<file path="src/fetcp_pkg.sv">
// Overview of operation
// - Each data nibble becomes its 5-bit code-group
// - First two preamble nibbles become J then K
// - TX enable drop appends T then R
// - IDLE code-groups fill the gap between frames
// - HALT stays a distinct error code-group
// - Scrambler is an 11-bit closed-loop LFSR
// - Serial bit XORed with LFSR output
// - Scrambler seed derived from address straps
// - Bypass passes encoded stream unscrambled
// - NRZI encoding follows serialisation and scrambling
// - MLT-3 split into two alternating binary streams
// - Only MLT-3 output, no binary line mode
// - Nibbles become a 125 Mb/s serial stream
// - Sequencing follows the standard transmit state machine
`default_nettype none
package fetcp_pkg;
  localparam int unsigned CLK_MHZ      = 250;
  localparam int unsigned LINE_MBPS    = 125;
  localparam int unsigned BIT_DIV      = CLK_MHZ / LINE_MBPS;
  localparam int unsigned CG_BITS      = 5;
  localparam int unsigned NIB_BITS     = 4;
  localparam int unsigned FIFO_DEPTH   = 8;
  localparam int unsigned FIFO_WIDTH   = NIB_BITS + 1;
  localparam int unsigned LFSR_BITS    = 11;
  localparam int unsigned LFSR_TAP_HI  = 10;
  localparam int unsigned LFSR_TAP_LO  = 8;
  localparam int unsigned SEED_WAIT    = 3;
  localparam logic [10:0] LFSR_RESET   = 11'h7ff;
  localparam logic [4:0]  CG_IDLE      = 5'h1f;
  localparam logic [4:0]  CG_J         = 5'h18;
  localparam logic [4:0]  CG_K         = 5'h11;
  localparam logic [4:0]  CG_T         = 5'h0d;
  localparam logic [4:0]  CG_R         = 5'h07;
  localparam logic [4:0]  CG_HALT      = 5'h04;

  typedef enum logic [2:0] {
    FETCP_ST_IDLE,
    FETCP_ST_J,
    FETCP_ST_DATA,
    FETCP_ST_T
  } fetcp_state_t;

  function automatic logic [4:0] fetcp_enc(input logic [3:0] nib);
    logic [4:0] cg;
    cg = CG_HALT;
    case (nib)
      4'h0: cg = 5'h1e;
      4'h1: cg = 5'h09;
      4'h2: cg = 5'h14;
      4'h3: cg = 5'h15;
      4'h4: cg = 5'h0a;
      4'h5: cg = 5'h0b;
      4'h6: cg = 5'h0e;
      4'h7: cg = 5'h0f;
      4'h8: cg = 5'h12;
      4'h9: cg = 5'h13;
      4'ha: cg = 5'h16;
      4'hb: cg = 5'h17;
      4'hc: cg = 5'h1a;
      4'hd: cg = 5'h1b;
      4'he: cg = 5'h1c;
      4'hf: cg = 5'h1d;
      default: cg = CG_HALT;
    endcase
    return cg;
  endfunction
endpackage
`default_nettype wire

</file>
<file path="src/fetcp_stream_if.sv">
`default_nettype none
interface fetcp_stream_if #(
  parameter int unsigned W = 5
);
  logic         valid;
  logic         ready;
  logic [W-1:0] data;
  modport src (output valid, output data, input ready);
  modport snk (input valid, input data, output ready);
endinterface
`default_nettype wire

</file>
<file path="src/fetcp_fifo.sv">
`default_nettype none
module fetcp_fifo #(
  parameter int unsigned WIDTH = 5,
  parameter int unsigned DEPTH = 8
) (
  input  wire logic     sys_clk,
  input  wire logic     sys_rst,
  fetcp_stream_if.snk   wr,
  fetcp_stream_if.src   rd
);
  localparam int unsigned AW = $clog2(DEPTH);
  logic [WIDTH-1:0] mem_q [DEPTH];
  logic [AW-1:0]    wp_q;
  logic [AW-1:0]    rp_q;
  logic [AW:0]      cnt_q;
  logic [AW:0]      cnt_d;
  logic             push;
  logic             pop;

  assign push     = wr.valid && wr.ready;
  assign pop      = rd.valid && rd.ready;
  assign rd.valid = (cnt_q != '0);
  assign rd.data  = mem_q[rp_q];
  assign cnt_d    = cnt_q + (AW+1)'(push) - (AW+1)'(pop);

  always_ff @(posedge sys_clk) begin
    if (push) begin
      mem_q[wp_q] <= wr.data;
    end
  end

  always_ff @(posedge sys_clk) begin
    if (sys_rst) begin
      wp_q  <= '0;
      rp_q  <= '0;
      cnt_q <= '0;
    end else begin
      if (push) begin
        wp_q <= (wp_q == AW'(DEPTH - 1)) ? '0 : wp_q + 1'b1;
      end
      if (pop) begin
        rp_q <= (rp_q == AW'(DEPTH - 1)) ? '0 : rp_q + 1'b1;
      end
      cnt_q <= cnt_d;
    end
  end

  // Ready is a flop so the MAC sees back-pressure straight from a register
  always_ff @(posedge sys_clk) begin
    if (sys_rst) begin
      wr.ready <= 1'b0;
    end else begin
      wr.ready <= (cnt_d < (AW+1)'(DEPTH));
    end
  end
endmodule
`default_nettype wire

</file>
<file path="src/fetcp_tx.sv">
`default_nettype none
module fetcp_tx (
  input  wire logic       sys_clk,
  input  wire logic       sys_rst,
  input  wire logic       mac_valid,
  input  wire logic       mac_tx_en,
  input  wire logic [3:0] mac_nibble,
  output logic            mac_ready,
  input  wire logic [4:0] phy_address_straps,
  input  wire logic       scramble_bypass,
  output logic            mlt_pos,
  output logic            mlt_neg
);
  fetcp_stream_if #(.W(fetcp_pkg::FIFO_WIDTH)) in_s ();
  fetcp_stream_if #(.W(fetcp_pkg::FIFO_WIDTH)) out_s ();

  assign in_s.valid = mac_valid;
  assign in_s.data  = {mac_tx_en, mac_nibble};
  assign mac_ready  = in_s.ready;

  fetcp_fifo #(
    .WIDTH (fetcp_pkg::FIFO_WIDTH),
    .DEPTH (fetcp_pkg::FIFO_DEPTH)
  ) u_fifo (
    .sys_clk (sys_clk),
    .sys_rst (sys_rst),
    .wr      (in_s.snk),
    .rd      (out_s.src)
  );

  // Pin synchronisers: bypass and straps, three flops, change taken when stages 2 and 3 agree
  logic [5:0] pin_s1_q;
  logic [5:0] pin_s2_q;
  logic [5:0] pin_s3_q;
  logic [5:0] pin_q;

  // Stages run through reset so the straps have settled before the seed load
  always_ff @(posedge sys_clk) begin
    pin_s1_q <= {scramble_bypass, phy_address_straps};
    pin_s2_q <= pin_s1_q;
    pin_s3_q <= pin_s2_q;
  end

  always_ff @(posedge sys_clk) begin
    if (sys_rst) begin
      pin_q <= '0;
    end else begin
      pin_q <= (pin_s2_q & ~(pin_s2_q ^ pin_s3_q)) | (pin_q & (pin_s2_q ^ pin_s3_q));
    end
  end

  logic       bypass;
  logic [4:0] straps;
  assign bypass = pin_q[5];
  assign straps = pin_q[4:0];

  // Bit enable at the line rate
  logic [1:0] div_q;
  logic       bit_en;
  assign bit_en = (div_q == 2'(fetcp_pkg::BIT_DIV - 1));

  always_ff @(posedge sys_clk) begin
    if (sys_rst) begin
      div_q <= '0;
    end else begin
      div_q <= bit_en ? '0 : div_q + 1'b1;
    end
  end

  logic [2:0] bit_cnt_q;
  logic       sym_en;
  assign sym_en = bit_en && (bit_cnt_q == 3'(fetcp_pkg::CG_BITS - 1));

  always_ff @(posedge sys_clk) begin
    if (sys_rst) begin
      bit_cnt_q <= '0;
    end else if (bit_en) begin
      bit_cnt_q <= sym_en ? '0 : bit_cnt_q + 1'b1;
    end
  end

  // Code-group sequencer, one decision per code-group boundary
  fetcp_pkg::fetcp_state_t st_q;
  fetcp_pkg::fetcp_state_t st_d;
  logic [4:0] cg_q;
  logic [4:0] cg_d;
  logic       pop;
  logic       f_en;
  logic [3:0] f_nib;

  assign f_en         = out_s.data[4];
  assign f_nib        = out_s.data[3:0];
  assign out_s.ready  = pop;

  always_comb begin
    st_d = st_q;
    cg_d = cg_q;
    pop  = 1'b0;
    if (sym_en) begin
      case (st_q)
        fetcp_pkg::FETCP_ST_IDLE: begin
          if (out_s.valid && f_en) begin
            pop  = 1'b1;
            cg_d = fetcp_pkg::CG_J;
            st_d = fetcp_pkg::FETCP_ST_J;
          end else begin
            pop  = out_s.valid;
            cg_d = fetcp_pkg::CG_IDLE;
          end
        end
        fetcp_pkg::FETCP_ST_J: begin
          pop  = out_s.valid && f_en;
          cg_d = fetcp_pkg::CG_K;
          st_d = fetcp_pkg::FETCP_ST_DATA;
        end
        fetcp_pkg::FETCP_ST_DATA: begin
          if (!out_s.valid) begin
            cg_d = fetcp_pkg::CG_HALT;
          end else if (f_en) begin
            pop  = 1'b1;
            cg_d = fetcp_pkg::fetcp_enc(f_nib);
          end else begin
            pop  = 1'b1;
            cg_d = fetcp_pkg::CG_T;
            st_d = fetcp_pkg::FETCP_ST_T;
          end
        end
        fetcp_pkg::FETCP_ST_T: begin
          cg_d = fetcp_pkg::CG_R;
          st_d = fetcp_pkg::FETCP_ST_IDLE;
        end
        default: begin
          cg_d = fetcp_pkg::CG_IDLE;
          st_d = fetcp_pkg::FETCP_ST_IDLE;
        end
      endcase
    end
  end

  always_ff @(posedge sys_clk) begin
    if (sys_rst) begin
      st_q <= fetcp_pkg::FETCP_ST_IDLE;
      cg_q <= fetcp_pkg::CG_IDLE;
    end else begin
      st_q <= st_d;
      cg_q <= cg_d;
    end
  end

  // Serialiser, first code-group bit first
  logic [4:0] sh_q;
  logic       nrz_bit;
  assign nrz_bit = sh_q[4];

  always_ff @(posedge sys_clk) begin
    if (sys_rst) begin
      sh_q <= fetcp_pkg::CG_IDLE;
    end else if (sym_en) begin
      sh_q <= cg_d;
    end else if (bit_en) begin
      sh_q <= {sh_q[3:0], 1'b0};
    end
  end

  // Scrambler, seeded once the straps have settled after reset
  logic [10:0] lfsr_q;
  logic [1:0]  seed_cnt_q;
  logic        lfsr_out;
  logic        scr_bit;
  assign lfsr_out = lfsr_q[fetcp_pkg::LFSR_TAP_HI] ^ lfsr_q[fetcp_pkg::LFSR_TAP_LO];
  assign scr_bit  = bypass ? nrz_bit : (nrz_bit ^ lfsr_out);

  always_ff @(posedge sys_clk) begin
    if (sys_rst) begin
      seed_cnt_q <= 2'(fetcp_pkg::SEED_WAIT);
    end else if (seed_cnt_q != '0) begin
      seed_cnt_q <= seed_cnt_q - 1'b1;
    end
  end

  always_ff @(posedge sys_clk) begin
    if (sys_rst) begin
      lfsr_q <= fetcp_pkg::LFSR_RESET;
    end else if (seed_cnt_q == 2'h1) begin
      lfsr_q <= {straps, ~straps, 1'b1};
    end else if (bit_en) begin
      lfsr_q <= {lfsr_q[9:0], lfsr_out};
    end
  end

  // NRZI and MLT-3; only the three-level drive pair leaves the block
  logic       nrzi_q;
  logic       nrzi_prev_q;
  logic       nrzi_edge;
  logic [1:0] phase_q;
  assign nrzi_edge = (nrzi_q != nrzi_prev_q);

  // Previous NRZI level, for the MLT-3 step on each transition
  always_ff @(posedge sys_clk) begin
    if (sys_rst) begin
      nrzi_prev_q <= 1'b0;
    end else begin
      nrzi_prev_q <= nrzi_q;
    end
  end

  always_ff @(posedge sys_clk) begin
    if (sys_rst) begin
      nrzi_q <= 1'b0;
    end else if (bit_en && scr_bit) begin
      nrzi_q <= ~nrzi_q;
    end
  end

  always_ff @(posedge sys_clk) begin
    if (sys_rst) begin
      phase_q <= '0;
    end else if (nrzi_edge) begin
      phase_q <= phase_q + 1'b1;
    end
  end

  always_ff @(posedge sys_clk) begin
    if (sys_rst) begin
      mlt_pos <= 1'b0;
      mlt_neg <= 1'b0;
    end else begin
      mlt_pos <= (phase_q == 2'h1);
      mlt_neg <= (phase_q == 2'h3);
    end
  end
endmodule
`default_nettype wire

</file>
<file path="config.mk">
export PLATFORM = sky130hd
export DESIGN_NAME = fetcp_tx
export DESIGN_NICKNAME = d
export VERILOG_FILES = /design/src/fetcp_pkg.sv /design/src/fetcp_stream_if.sv /design/src/fetcp_fifo.sv /design/src/fetcp_tx.sv
export SDC_FILE = /design/constraint.sdc
export NUM_CORES = 1
export LEC_CHECK = 0
export BUFFER_PORTS_ARGS = -buffer_cell sky130_fd_sc_hd__clkbuf_2
export CORE_UTILIZATION = 45
export CTS_BUF_LIST = sky130_fd_sc_hd__clkbuf_4 sky130_fd_sc_hd__clkbuf_8
export CTS_CLUSTER_SIZE = 12
export DETAILED_ROUTE_END_ITERATION = 8
export PLACE_DENSITY = 0.68
export SLEW_MARGIN = 20
export SYNTH_ARGS = -nofsm -noshare
export SYNTH_HDL_FRONTEND = slang
export SYNTH_SLANG_ARGS = --single-unit
</file>
<file path="constraint.sdc">
create_clock -name sys_clk -period 7.5 [get_ports sys_clk]
set_input_delay 0.75 -clock sys_clk [delete_from_list [all_inputs] [get_ports sys_clk]]
set_output_delay 0.75 -clock sys_clk [all_outputs]
set_load 0.005 [all_outputs]
</file>
==> summary.md, run 1 <==
Run status
- run status: complete, no violations

Hold path
- worst hold path type: flip-flop to flip-flop

Die
- area of the core: 0.00968 mm^2
- number of placement rows: 36
- die width: 102 um
- Die Footprint: 0.0103 mm^2
- Die Y: 102 um
- initial core utilization: 46.2%
- I/O pin count: 17

CTS
- H-tree lvl count: 3
- clock latency of the later-clocked register in the worst-skew pair: 0.37 ns
- number of buffers inserted for hold repair after clock tree synthesis: 0
- buffers inserted by post-CTS timing repair: 0
- CTS tree: done
- total clock sinks: 109
- post-cts sizing count: 0
- CTS clock-pin slew for the worst setup and hold paths: 0.10 ns
- root buf cell: sky130_fd_sc_hd__clkbuf_8
- Longest Clk Path Bufs: 2
- clock buffer count from CTS: 9

Synthesis
- Post-Synth Simple-Gate Area: 11.4%
- post-synthesis register bit count: 109
- Yosys warnings: 0
- share of flip-flops with an asynchronous set or reset: 0%
- top cells by count, synth: sky130_fd_sc_hd__dfxtp_1 (69), sky130_fd_sc_hd__nand2_1 (41), sky130_fd_sc_hd__edfxtp_1 (40)
- average cell area after synthesis: 11.8 um^2
- compound-cell area share of the yosys netlist: 8.55%
- multiplexer share of the synthesized area: 11.3%
- dominant combinational cell family by area after synthesis: simple AND/OR/NAND/NOR gates
- portion of the post-synthesis area used by sequential elements: 57.7%
- post-synthesis cell count: 378
- area share of the largest cell type after synthesis: 30.9%
- leading post-synthesis cells by cell area: sky130_fd_sc_hd__dfxtp_1 (31%), sky130_fd_sc_hd__edfxtp_1 (27%), sky130_fd_sc_hd__ha_1 (5.6%), sky130_fd_sc_hd__mux2_2 (3.8%), sky130_fd_sc_hd__nand2_1 (3.4%)
- library cells used by synthesis: 54
- area of the mapped netlist: 0.00448 mm^2
- number of nets produced by synthesis: 413
- xor/xnor cell area share of the yosys netlist: 1.57%
- number of enable flip-flop cells after synthesis: 40
- most instantiated flip-flop cell in the synthesis netlist: sky130_fd_sc_hd__dfxtp_1
- area share of fa/ha/maj cells after synthesis: 6.04%
- most repeated cell in the gate-level netlist after synthesis: sky130_fd_sc_hd__dfxtp_1
- cell taking the most area after synthesis: sky130_fd_sc_hd__dfxtp_1

Critical path
- start-to-end type of the worst setup path: flip-flop to flip-flop
- Worst path max stage delay: 0.83 ns
- Crit path buffers/inverters: 1
- data arrival time of the critical path: 3.48 ns
- largest fanout on the critical path: 14
- family with the most delay on the worst path: flip-flops
- WP data required: 7.76 ns
- sequence of cells on the critical path: mux2i_1 -> a22oi_2 -> a31oi_1 -> nor4_4 -> ha_1 -> inv_1 -> ha_1 -> a21o_1 -> a21oi_1 -> xnor2_1 -> and2_1
- element type at the critical path start: flip-flop
- library cell contributing the largest single delay on the critical path: sky130_fd_sc_hd__dfxtp_1
- Critical Path Sink Type: flip-flop
- most frequent cell on the critical path: sky130_fd_sc_hd__ha_1

Global route
- antenna violations before repair: 0
- number of global-route vias before repair: 2,535
- wire length of the first global-routing pass: 12.1 mm
- all-layer global routing usage: 15.6%
- Overflow after GRT: 0
- maximum number of pins on one net before global-route repair: 35

Place
- buffers added on ports: 16
- count of placed standard cells including taps: 513
- sum of net half-perimeters after detailed placement: 5.01 mm
- final RePlAce weighted congestion: 0.819
- worst slack after detailed placement: 4.25 ns

Final layout
- fraction of layout cells with a size suffix above 1: 14.9%
- antenna cell count: 0
- post-route insts no fill: 529
- number of inserted filler cells in the final layout: 855
- Final Util: 50.4%
- Total Nets Final: 426
- signed area change from the synthesized netlist to the final layout: 9.03%

Routing
- average routed wire per standard cell: 13.6 um
- number of vias per cell after detailed routing: 5.09
- Antenna Nets Post-Route: 0
- Final Routed Wirelength: 7.21 mm
- Detailed Routing Iterations Pass 1: 4
- starting DRC count in detailed routing: 136
- via count: 2,693
- remaining routing DRC violations: 0

STA
- Worst Max-Slew Pin Slew: 1.04 ns
- Pins Over Slew Limit: 0
- setup repair after global routing missed its margin: false
- Setup Total Neg Slack: 0 ns
- relative slew slack: 30.4%
- setup-violating endpoint count in the final report: 0
- Period Utilization, post-route: 43.0%
- Peak Freq: 0.310 GHz
- Final Critical Period: 3.22 ns
- Hold Fails Final Rpt: 0
- Setup Skew: 0.0106 ns
- min setup slack post-route: 4.28 ns

Run
- number of maximum-capacitance violations: 0

Pwr
- leakage power total: 1.79 nW
- maximum vdd ir drop: 0.160 mV
- power density of the placed cells: 263 mW/mm^2

## placed cells by master, fill, tap and decap left out, types with 3 or more instances in the layout
master	n
sky130_fd_sc_hd__mux4_2	3
sky130_fd_sc_hd__dfxtp_1	69
sky130_fd_sc_hd__mux2_2	15
sky130_fd_sc_hd__nand2_1	41
sky130_fd_sc_hd__inv_1	20
sky130_fd_sc_hd__nor3_1	13
sky130_fd_sc_hd__xor2_1	4
sky130_fd_sc_hd__mux4_1	3
sky130_fd_sc_hd__edfxtp_1	40
sky130_fd_sc_hd__or3_1	3
sky130_fd_sc_hd__clkbuf_2	16
sky130_fd_sc_hd__mux2i_1	14
sky130_fd_sc_hd__clkbuf_8	9
sky130_fd_sc_hd__ha_1	20
sky130_fd_sc_hd__nand3_1	4
sky130_fd_sc_hd__xnor2_1	4
sky130_fd_sc_hd__a21oi_1	18
sky130_fd_sc_hd__o21ai_0	17
sky130_fd_sc_hd__nor2b_1	9
sky130_fd_sc_hd__nor2_1	21
sky130_fd_sc_hd__mux2_1	3
## layout make-up
| type | instances | area (um^2) | area share, % |
|---|---|---|---|
| clock buffers | 9 | 124 | 2.54 |
| clock inverters | 7 | 108 | 2.21 |
| inverters | 20 | 75.1 | 1.54 |
| multi-input cells | 234 | 1740 | 35.6 |
| flip-flops and latches | 109 | 2580 | 52.9 |
| well taps | 133 | 166 | 3.41 |
| repair buffers | 17 | 87.6 | 1.79 |
## worst paths after layout
path | slack, ns | cells after the start | end | start
worst min-delay path | 0.34 | 0 | pin_s2_q[0]$_DFF_P_ | pin_s1_q[0]$_DFF_P_
worst max register to register | 4.28 | 11 | u_fifo.wr.ready$_SDFF_PP0_ | flip-flop
worst min register to register | 0.34 | 0 | pin_s2_q[0]$_DFF_P_ | pin_s1_q[0]$_DFF_P_
worst max-delay path | 4.28 | 11 | u_fifo.wr.ready$_SDFF_PP0_ | flip-flop
## state kept, by name, summed over array words and instances, names as in the netlist, named ones only
signal and flops:
u_fifo.cnt_q 4, nrzi_prev_q 1, sh_q 5, bit_cnt_q 3, div_q 2, u_fifo.wp_q 3
mlt_pos 1, seed_cnt_q 2, pin_s1_q 6, pin_s2_q 6, nrzi_q 1, u_fifo.mem_q 40
lfsr_q 11, mlt_neg 1, st_q 2, phase_q 2, pin_s3_q 6, u_fifo.rp_q 3
u_fifo.wr.ready 1
## logic make-up after synthesis
| kind of cell | after synthesis |
|---|---|
| AO/OA/AOI/OAI | 60 |
| XOR/XNOR | 8 |
| adder cells (fa/ha/maj) | 21 |
| buffers and inverters | 35 |
| flip-flops | 109 |
| multiplexers | 39 |
| AND/OR/NAND/NOR | 106 |
## stage by stage
stage	power (W)	cell area [um^2]	hold slack (ns)
2_1_floorplan	0.000847	4480	0.310
3_3_place_gp	0.000892	4650	0.310
3_5_place_dp	0.000900	4650	0.312
4_1_cts	0.00129	4880	0.337
5_1_grt	0.00135	4880	0.343
6_report	0.00128	4880	0.335
## power breakdown
group	internal (W)	leakage, nW	total [W]	switching, W
Clock	0.000194	0.113	0.000396	0.000202
Sequential	0.000661	0.930	0.000687	0.0000258
Combinational	0.0000891	0.744	0.000199	0.000110
Total	0.000944	1.79	0.00128	0.000338
## metal layers
layer	share of wire [%]	track usage, %
met1	49	20.8
met2	46	24.6
met3	3.9	3.17
met4	1.6	7.02
met5	0	0
Power figures use the tool's default switching activity.
==> run 2, diff against run 1 <==
--- a/config.mk
+++ b/config.mk
@@ -10,7 +10,7 @@
 export CTS_BUF_LIST = sky130_fd_sc_hd__clkbuf_4 sky130_fd_sc_hd__clkbuf_8
 export CTS_CLUSTER_SIZE = 12
 export DETAILED_ROUTE_END_ITERATION = 8
-export PLACE_DENSITY = 0.68
+export PLACE_DENSITY = 0.7
 export SLEW_MARGIN = 20
 export SYNTH_ARGS = -nofsm -noshare
 export SYNTH_HDL_FRONTEND = slang
==> constraint.sdc (replaced) <==
create_clock -name sys_clk -period 2.66 [get_ports sys_clk]
set_input_delay 0.266 -clock sys_clk [delete_from_list [all_inputs] [get_ports sys_clk]]
set_output_delay 0.266 -clock sys_clk [all_outputs]
set_load 0.005 [all_outputs]
==> run 2 against run 1 <==
Against the previous run:
- total power grew to 2.7 times the previous value
- sequential share of layout area shrank 1.8 points
- flip-flop and latch count unchanged
- worst hold slack got worse by 0.16 ns
- setup slack got worse by 4.2 ns
- first-iteration DRC count is 51% higher
- global-route usage up 1.3 points
- cell count rose by 4.0%
- register-to-register slack lost 4.2 ns
- clock power up 140%
- critical path type unchanged
==> summary.md, run 2 (synthesis gave the netlist of run 1 again) <==
Routing
- number of vias per cell after detailed routing: 5.14, was 5.09
- Final Routed Wirelength: 7.80 mm, was 7.21 mm
- starting DRC count in detailed routing: 206, was 136
- Antenna Nets Post-Route: 0, unchanged
- Detailed Routing Iterations Pass 1: 4, unchanged
- average routed wire per standard cell: 14.2 um, was 13.6 um
- remaining routing DRC violations: 0, unchanged
- via count: 2,826, was 2,693

Critical path
- data arrival time of the critical path: 2.83 ns, was 3.48 ns
- library cell contributing the largest single delay on the critical path: sky130_fd_sc_hd__fa_1, was sky130_fd_sc_hd__dfxtp_1
- element type at the critical path start: flip-flop, unchanged
- family with the most delay on the worst path: adder cells, was flip-flops
- Critical Path Sink Type: flip-flop, unchanged
- worst setup slack for register-to-register paths: 0.10 ns, was 4.28 ns
- largest fanout on the critical path: 4, was 14
- WP data required: 2.93 ns, was 7.76 ns
- Worst path max stage delay: 0.39 ns, was 0.83 ns
- start-to-end type of the worst setup path: flip-flop to flip-flop, unchanged
- Crit path buffers/inverters: 2, was 1
- sequence of cells on the critical path: buf_4 -> mux2i_1 -> a22oi_2 -> a31oi_4 -> nor4_4 -> ha_2 -> inv_1 -> ha_4 -> fa_1 -> nor2b_1, was mux2i_1 -> a22oi_2 -> a31oi_1 -> nor4_4 -> ha_1 -> inv_1 -> ha_1 -> a21o_1 -> a21oi_1 -> xnor2_1 -> and2_1

Die
- die width: 102 um, unchanged
- area of the core: 0.00968 mm^2, unchanged
- Die Y: 102 um, unchanged
- initial core utilization: 46.2%, unchanged
- Die Footprint: 0.0103 mm^2, unchanged
- number of placement rows: 36, unchanged
- I/O pin count: 17, unchanged

Final layout
- finished layout cell area: 0.00506 mm^2, was 0.00488 mm^2
- antenna cell count: 0, unchanged
- leading cell type in the layout, fill and taps excluded: sky130_fd_sc_hd__dfxtp_1, unchanged
- Total Nets Final: 447, was 426
- fraction of layout cells with a size suffix above 1: 19.9%, was 14.9%
- post-route insts no fill: 550, was 529
- max FFs per register: 40, unchanged
- most frequent cells in the layout: sky130_fd_sc_hd__dfxtp_1 (66), sky130_fd_sc_hd__nand2_1 (41), sky130_fd_sc_hd__edfxtp_1 (40), was sky130_fd_sc_hd__dfxtp_1 (69), sky130_fd_sc_hd__nand2_1 (41), sky130_fd_sc_hd__edfxtp_1 (40)
- signed area change from the synthesized netlist to the final layout: 13.1%, was 9.03%
- register containing the most flip-flops in the final layout: u_fifo.mem_q, unchanged
- number of inserted filler cells in the final layout: 816, was 855
- Regs by FF count: u_fifo.mem_q: 40 flops, lfsr_q: 11 flops, unchanged

STA
- Pins Over Slew Limit: 0, unchanged
- Worst Max-Slew Pin Slew: 0.681 ns, was 1.04 ns
- Peak Freq: 0.391 GHz, was 0.310 GHz
- Period Utilization, post-route: 96.2%, was 43.0%
- Setup Skew: 0.00966 ns, was 0.0106 ns
- setup-violating endpoint count in the final report: 0, unchanged
- relative slew slack: 54.5%, was 30.4%
- Hold Slack: 0.175 ns, was 0.335 ns
- Final Critical Period: 2.56 ns, was 3.22 ns
- Hold Fails Final Rpt: 0, unchanged
- Setup Total Neg Slack: 0 ns, unchanged

Place
- final RePlAce weighted congestion: 0.867, was 0.819
- sum of net half-perimeters after detailed placement: 5.48 mm, was 5.01 mm
- buffers added on ports: 16, unchanged
- cell area reported after detailed placement: 0.00475 mm^2, was 0.00465 mm^2
- count of placed standard cells including taps: 526, was 513

Global route
- Overflow after GRT: 0, unchanged
- M2 GR Usage: 27.7%, was 24.6%
- number of global-route vias before repair: 2,760, was 2,535
- all-layer global routing usage: 16.9%, was 15.6%
- antenna violations before repair: 0, unchanged
- GR Util met1: 21.8%, was 20.8%
- met3 usage: 2.48%, was 3.17%
- maximum number of pins on one net before global-route repair: 24, was 35
- layer with the highest usage: met2, unchanged
- wire length of the first global-routing pass: 13.1 mm, was 12.1 mm

CTS
- root buf cell: sky130_fd_sc_hd__clkbuf_8, unchanged
- CTS clock-pin slew for the worst setup and hold paths: 0.11 ns, was 0.10 ns
- H-tree lvl count: 3, unchanged
- total clock sinks: 109, unchanged
- clock latency of the later-clocked register in the worst-skew pair: 0.38 ns, was 0.37 ns
- clock buffer count from CTS: 9, unchanged
- Longest Clk Path Bufs: 2, unchanged
- CTS tree: done, unchanged

Pwr
- switch share: 28.4%, was 26.4%
- power density of the placed cells: 691 mW/mm^2, was 263 mW/mm^2
- net load switching power: 0.000992 W, was 0.000338 W
- maximum vdd ir drop: 0.424 mV, was 0.160 mV
- clock share of power: 27.7%, was 30.9%
- sequential power share: 55.4%, was 53.6%
- Gate power share: 16.9%, was 15.6%
- leakage power total: 1.88 nW, was 1.79 nW
- Internal Dissipation: 0.00250 W, was 0.000944 W

Run
- number of maximum-capacitance violations: 0, unchanged

Hold path
- worst hold path type: input port to flip-flop, was flip-flop to flip-flop

Run status
- run status: complete, no violations, unchanged

run 2: power groups by stage:
stage | registers, W | logic [W] | clock network [W]
3_3_place_gp | 0.00197 | 0.000540 | 0
5_1_grt | 0.00196 | 0.000671 | 0.00105
2_1_floorplan | 0.00196 | 0.000433 | 0
4_1_cts | 0.00194 | 0.000579 | 0.000997
6_report | 0.00194 | 0.000590 | 0.000969
3_5_place_dp | 0.00198 | 0.000569 | 0
run 2: repair_timing:
action | 4_1_cts | 5_1_grt
pin swaps | 1 | 6
endpoints found under the hold margin | 6 | 0
hold buffers | 6 | 0
setup buffers | 0 | 2
resized for setup | 1 | 10
endpoints found under the setup margin | 3 | 4
run 2: layout make-up:
type / instances / area (um^2) / area share, %
Inverter: 20 / 75.1 / 1.48
Multi-Input combinational cell: 234 / 1780 / 35.2
Clock inverter: 7 / 68.8 / 1.36
Clock buffer: 9 / 124 / 2.45
Sequential cell: 109 / 2590 / 51.1
Timing Repair Buffer: 38 / 260 / 5.14
Tap cell: 133 / 166 / 3.29
run 2: metal layers:
layer  share of wire [%]  vias up  routed length, um
met5                   0        -                  0
li1                    -     1416                  -
met2                  50       59               3920
met1                  44     1343               3440
met4                 1.4        0                109
met3                 4.1        8                321
run 2: worst register-to-register path, stage by stage, from the launching register on:
cell,delay (ns)
sky130_fd_sc_hd__dfxtp_2,0.35
sky130_fd_sc_hd__buf_4,0.15
sky130_fd_sc_hd__mux2i_1,0.14
sky130_fd_sc_hd__a22oi_2,0.34
sky130_fd_sc_hd__a31oi_4,0.14
sky130_fd_sc_hd__nor4_4,0.27
sky130_fd_sc_hd__ha_2,0.33
sky130_fd_sc_hd__inv_1,0.09
sky130_fd_sc_hd__ha_4,0.13
sky130_fd_sc_hd__fa_1,0.39
sky130_fd_sc_hd__nor2b_1,0.13
run 2: worst paths after layout:
path / start / end / depth (start not counted)
worst max-delay path: flip-flop / u_fifo.cnt_q[1]$_SDFF_PP0_ / 10
worst min-delay path: mac_nibble[0] / u_fifo.mem_q[4][0]$_DFFE_PP_ / 1
worst max register to register: flip-flop / u_fifo.cnt_q[1]$_SDFF_PP0_ / 10
worst min register to register: pin_s1_q[1]$_DFF_P_ / pin_s2_q[1]$_DFF_P_ / 0
run 2: stage by stage:
step | utilization [%] | total power, W | setup slack [ns]
floorplan | - | 0.00239 | 0.0576
global placement | 49.0 | 0.00251 | 0.111
detailed placement | 49.0 | 0.00255 | 0.00911
CTS | 51.6 | 0.00352 | 0.0152
global route | 52.3 | 0.00368 | -0.0125
finish | 52.3 | 0.00350 | 0.100
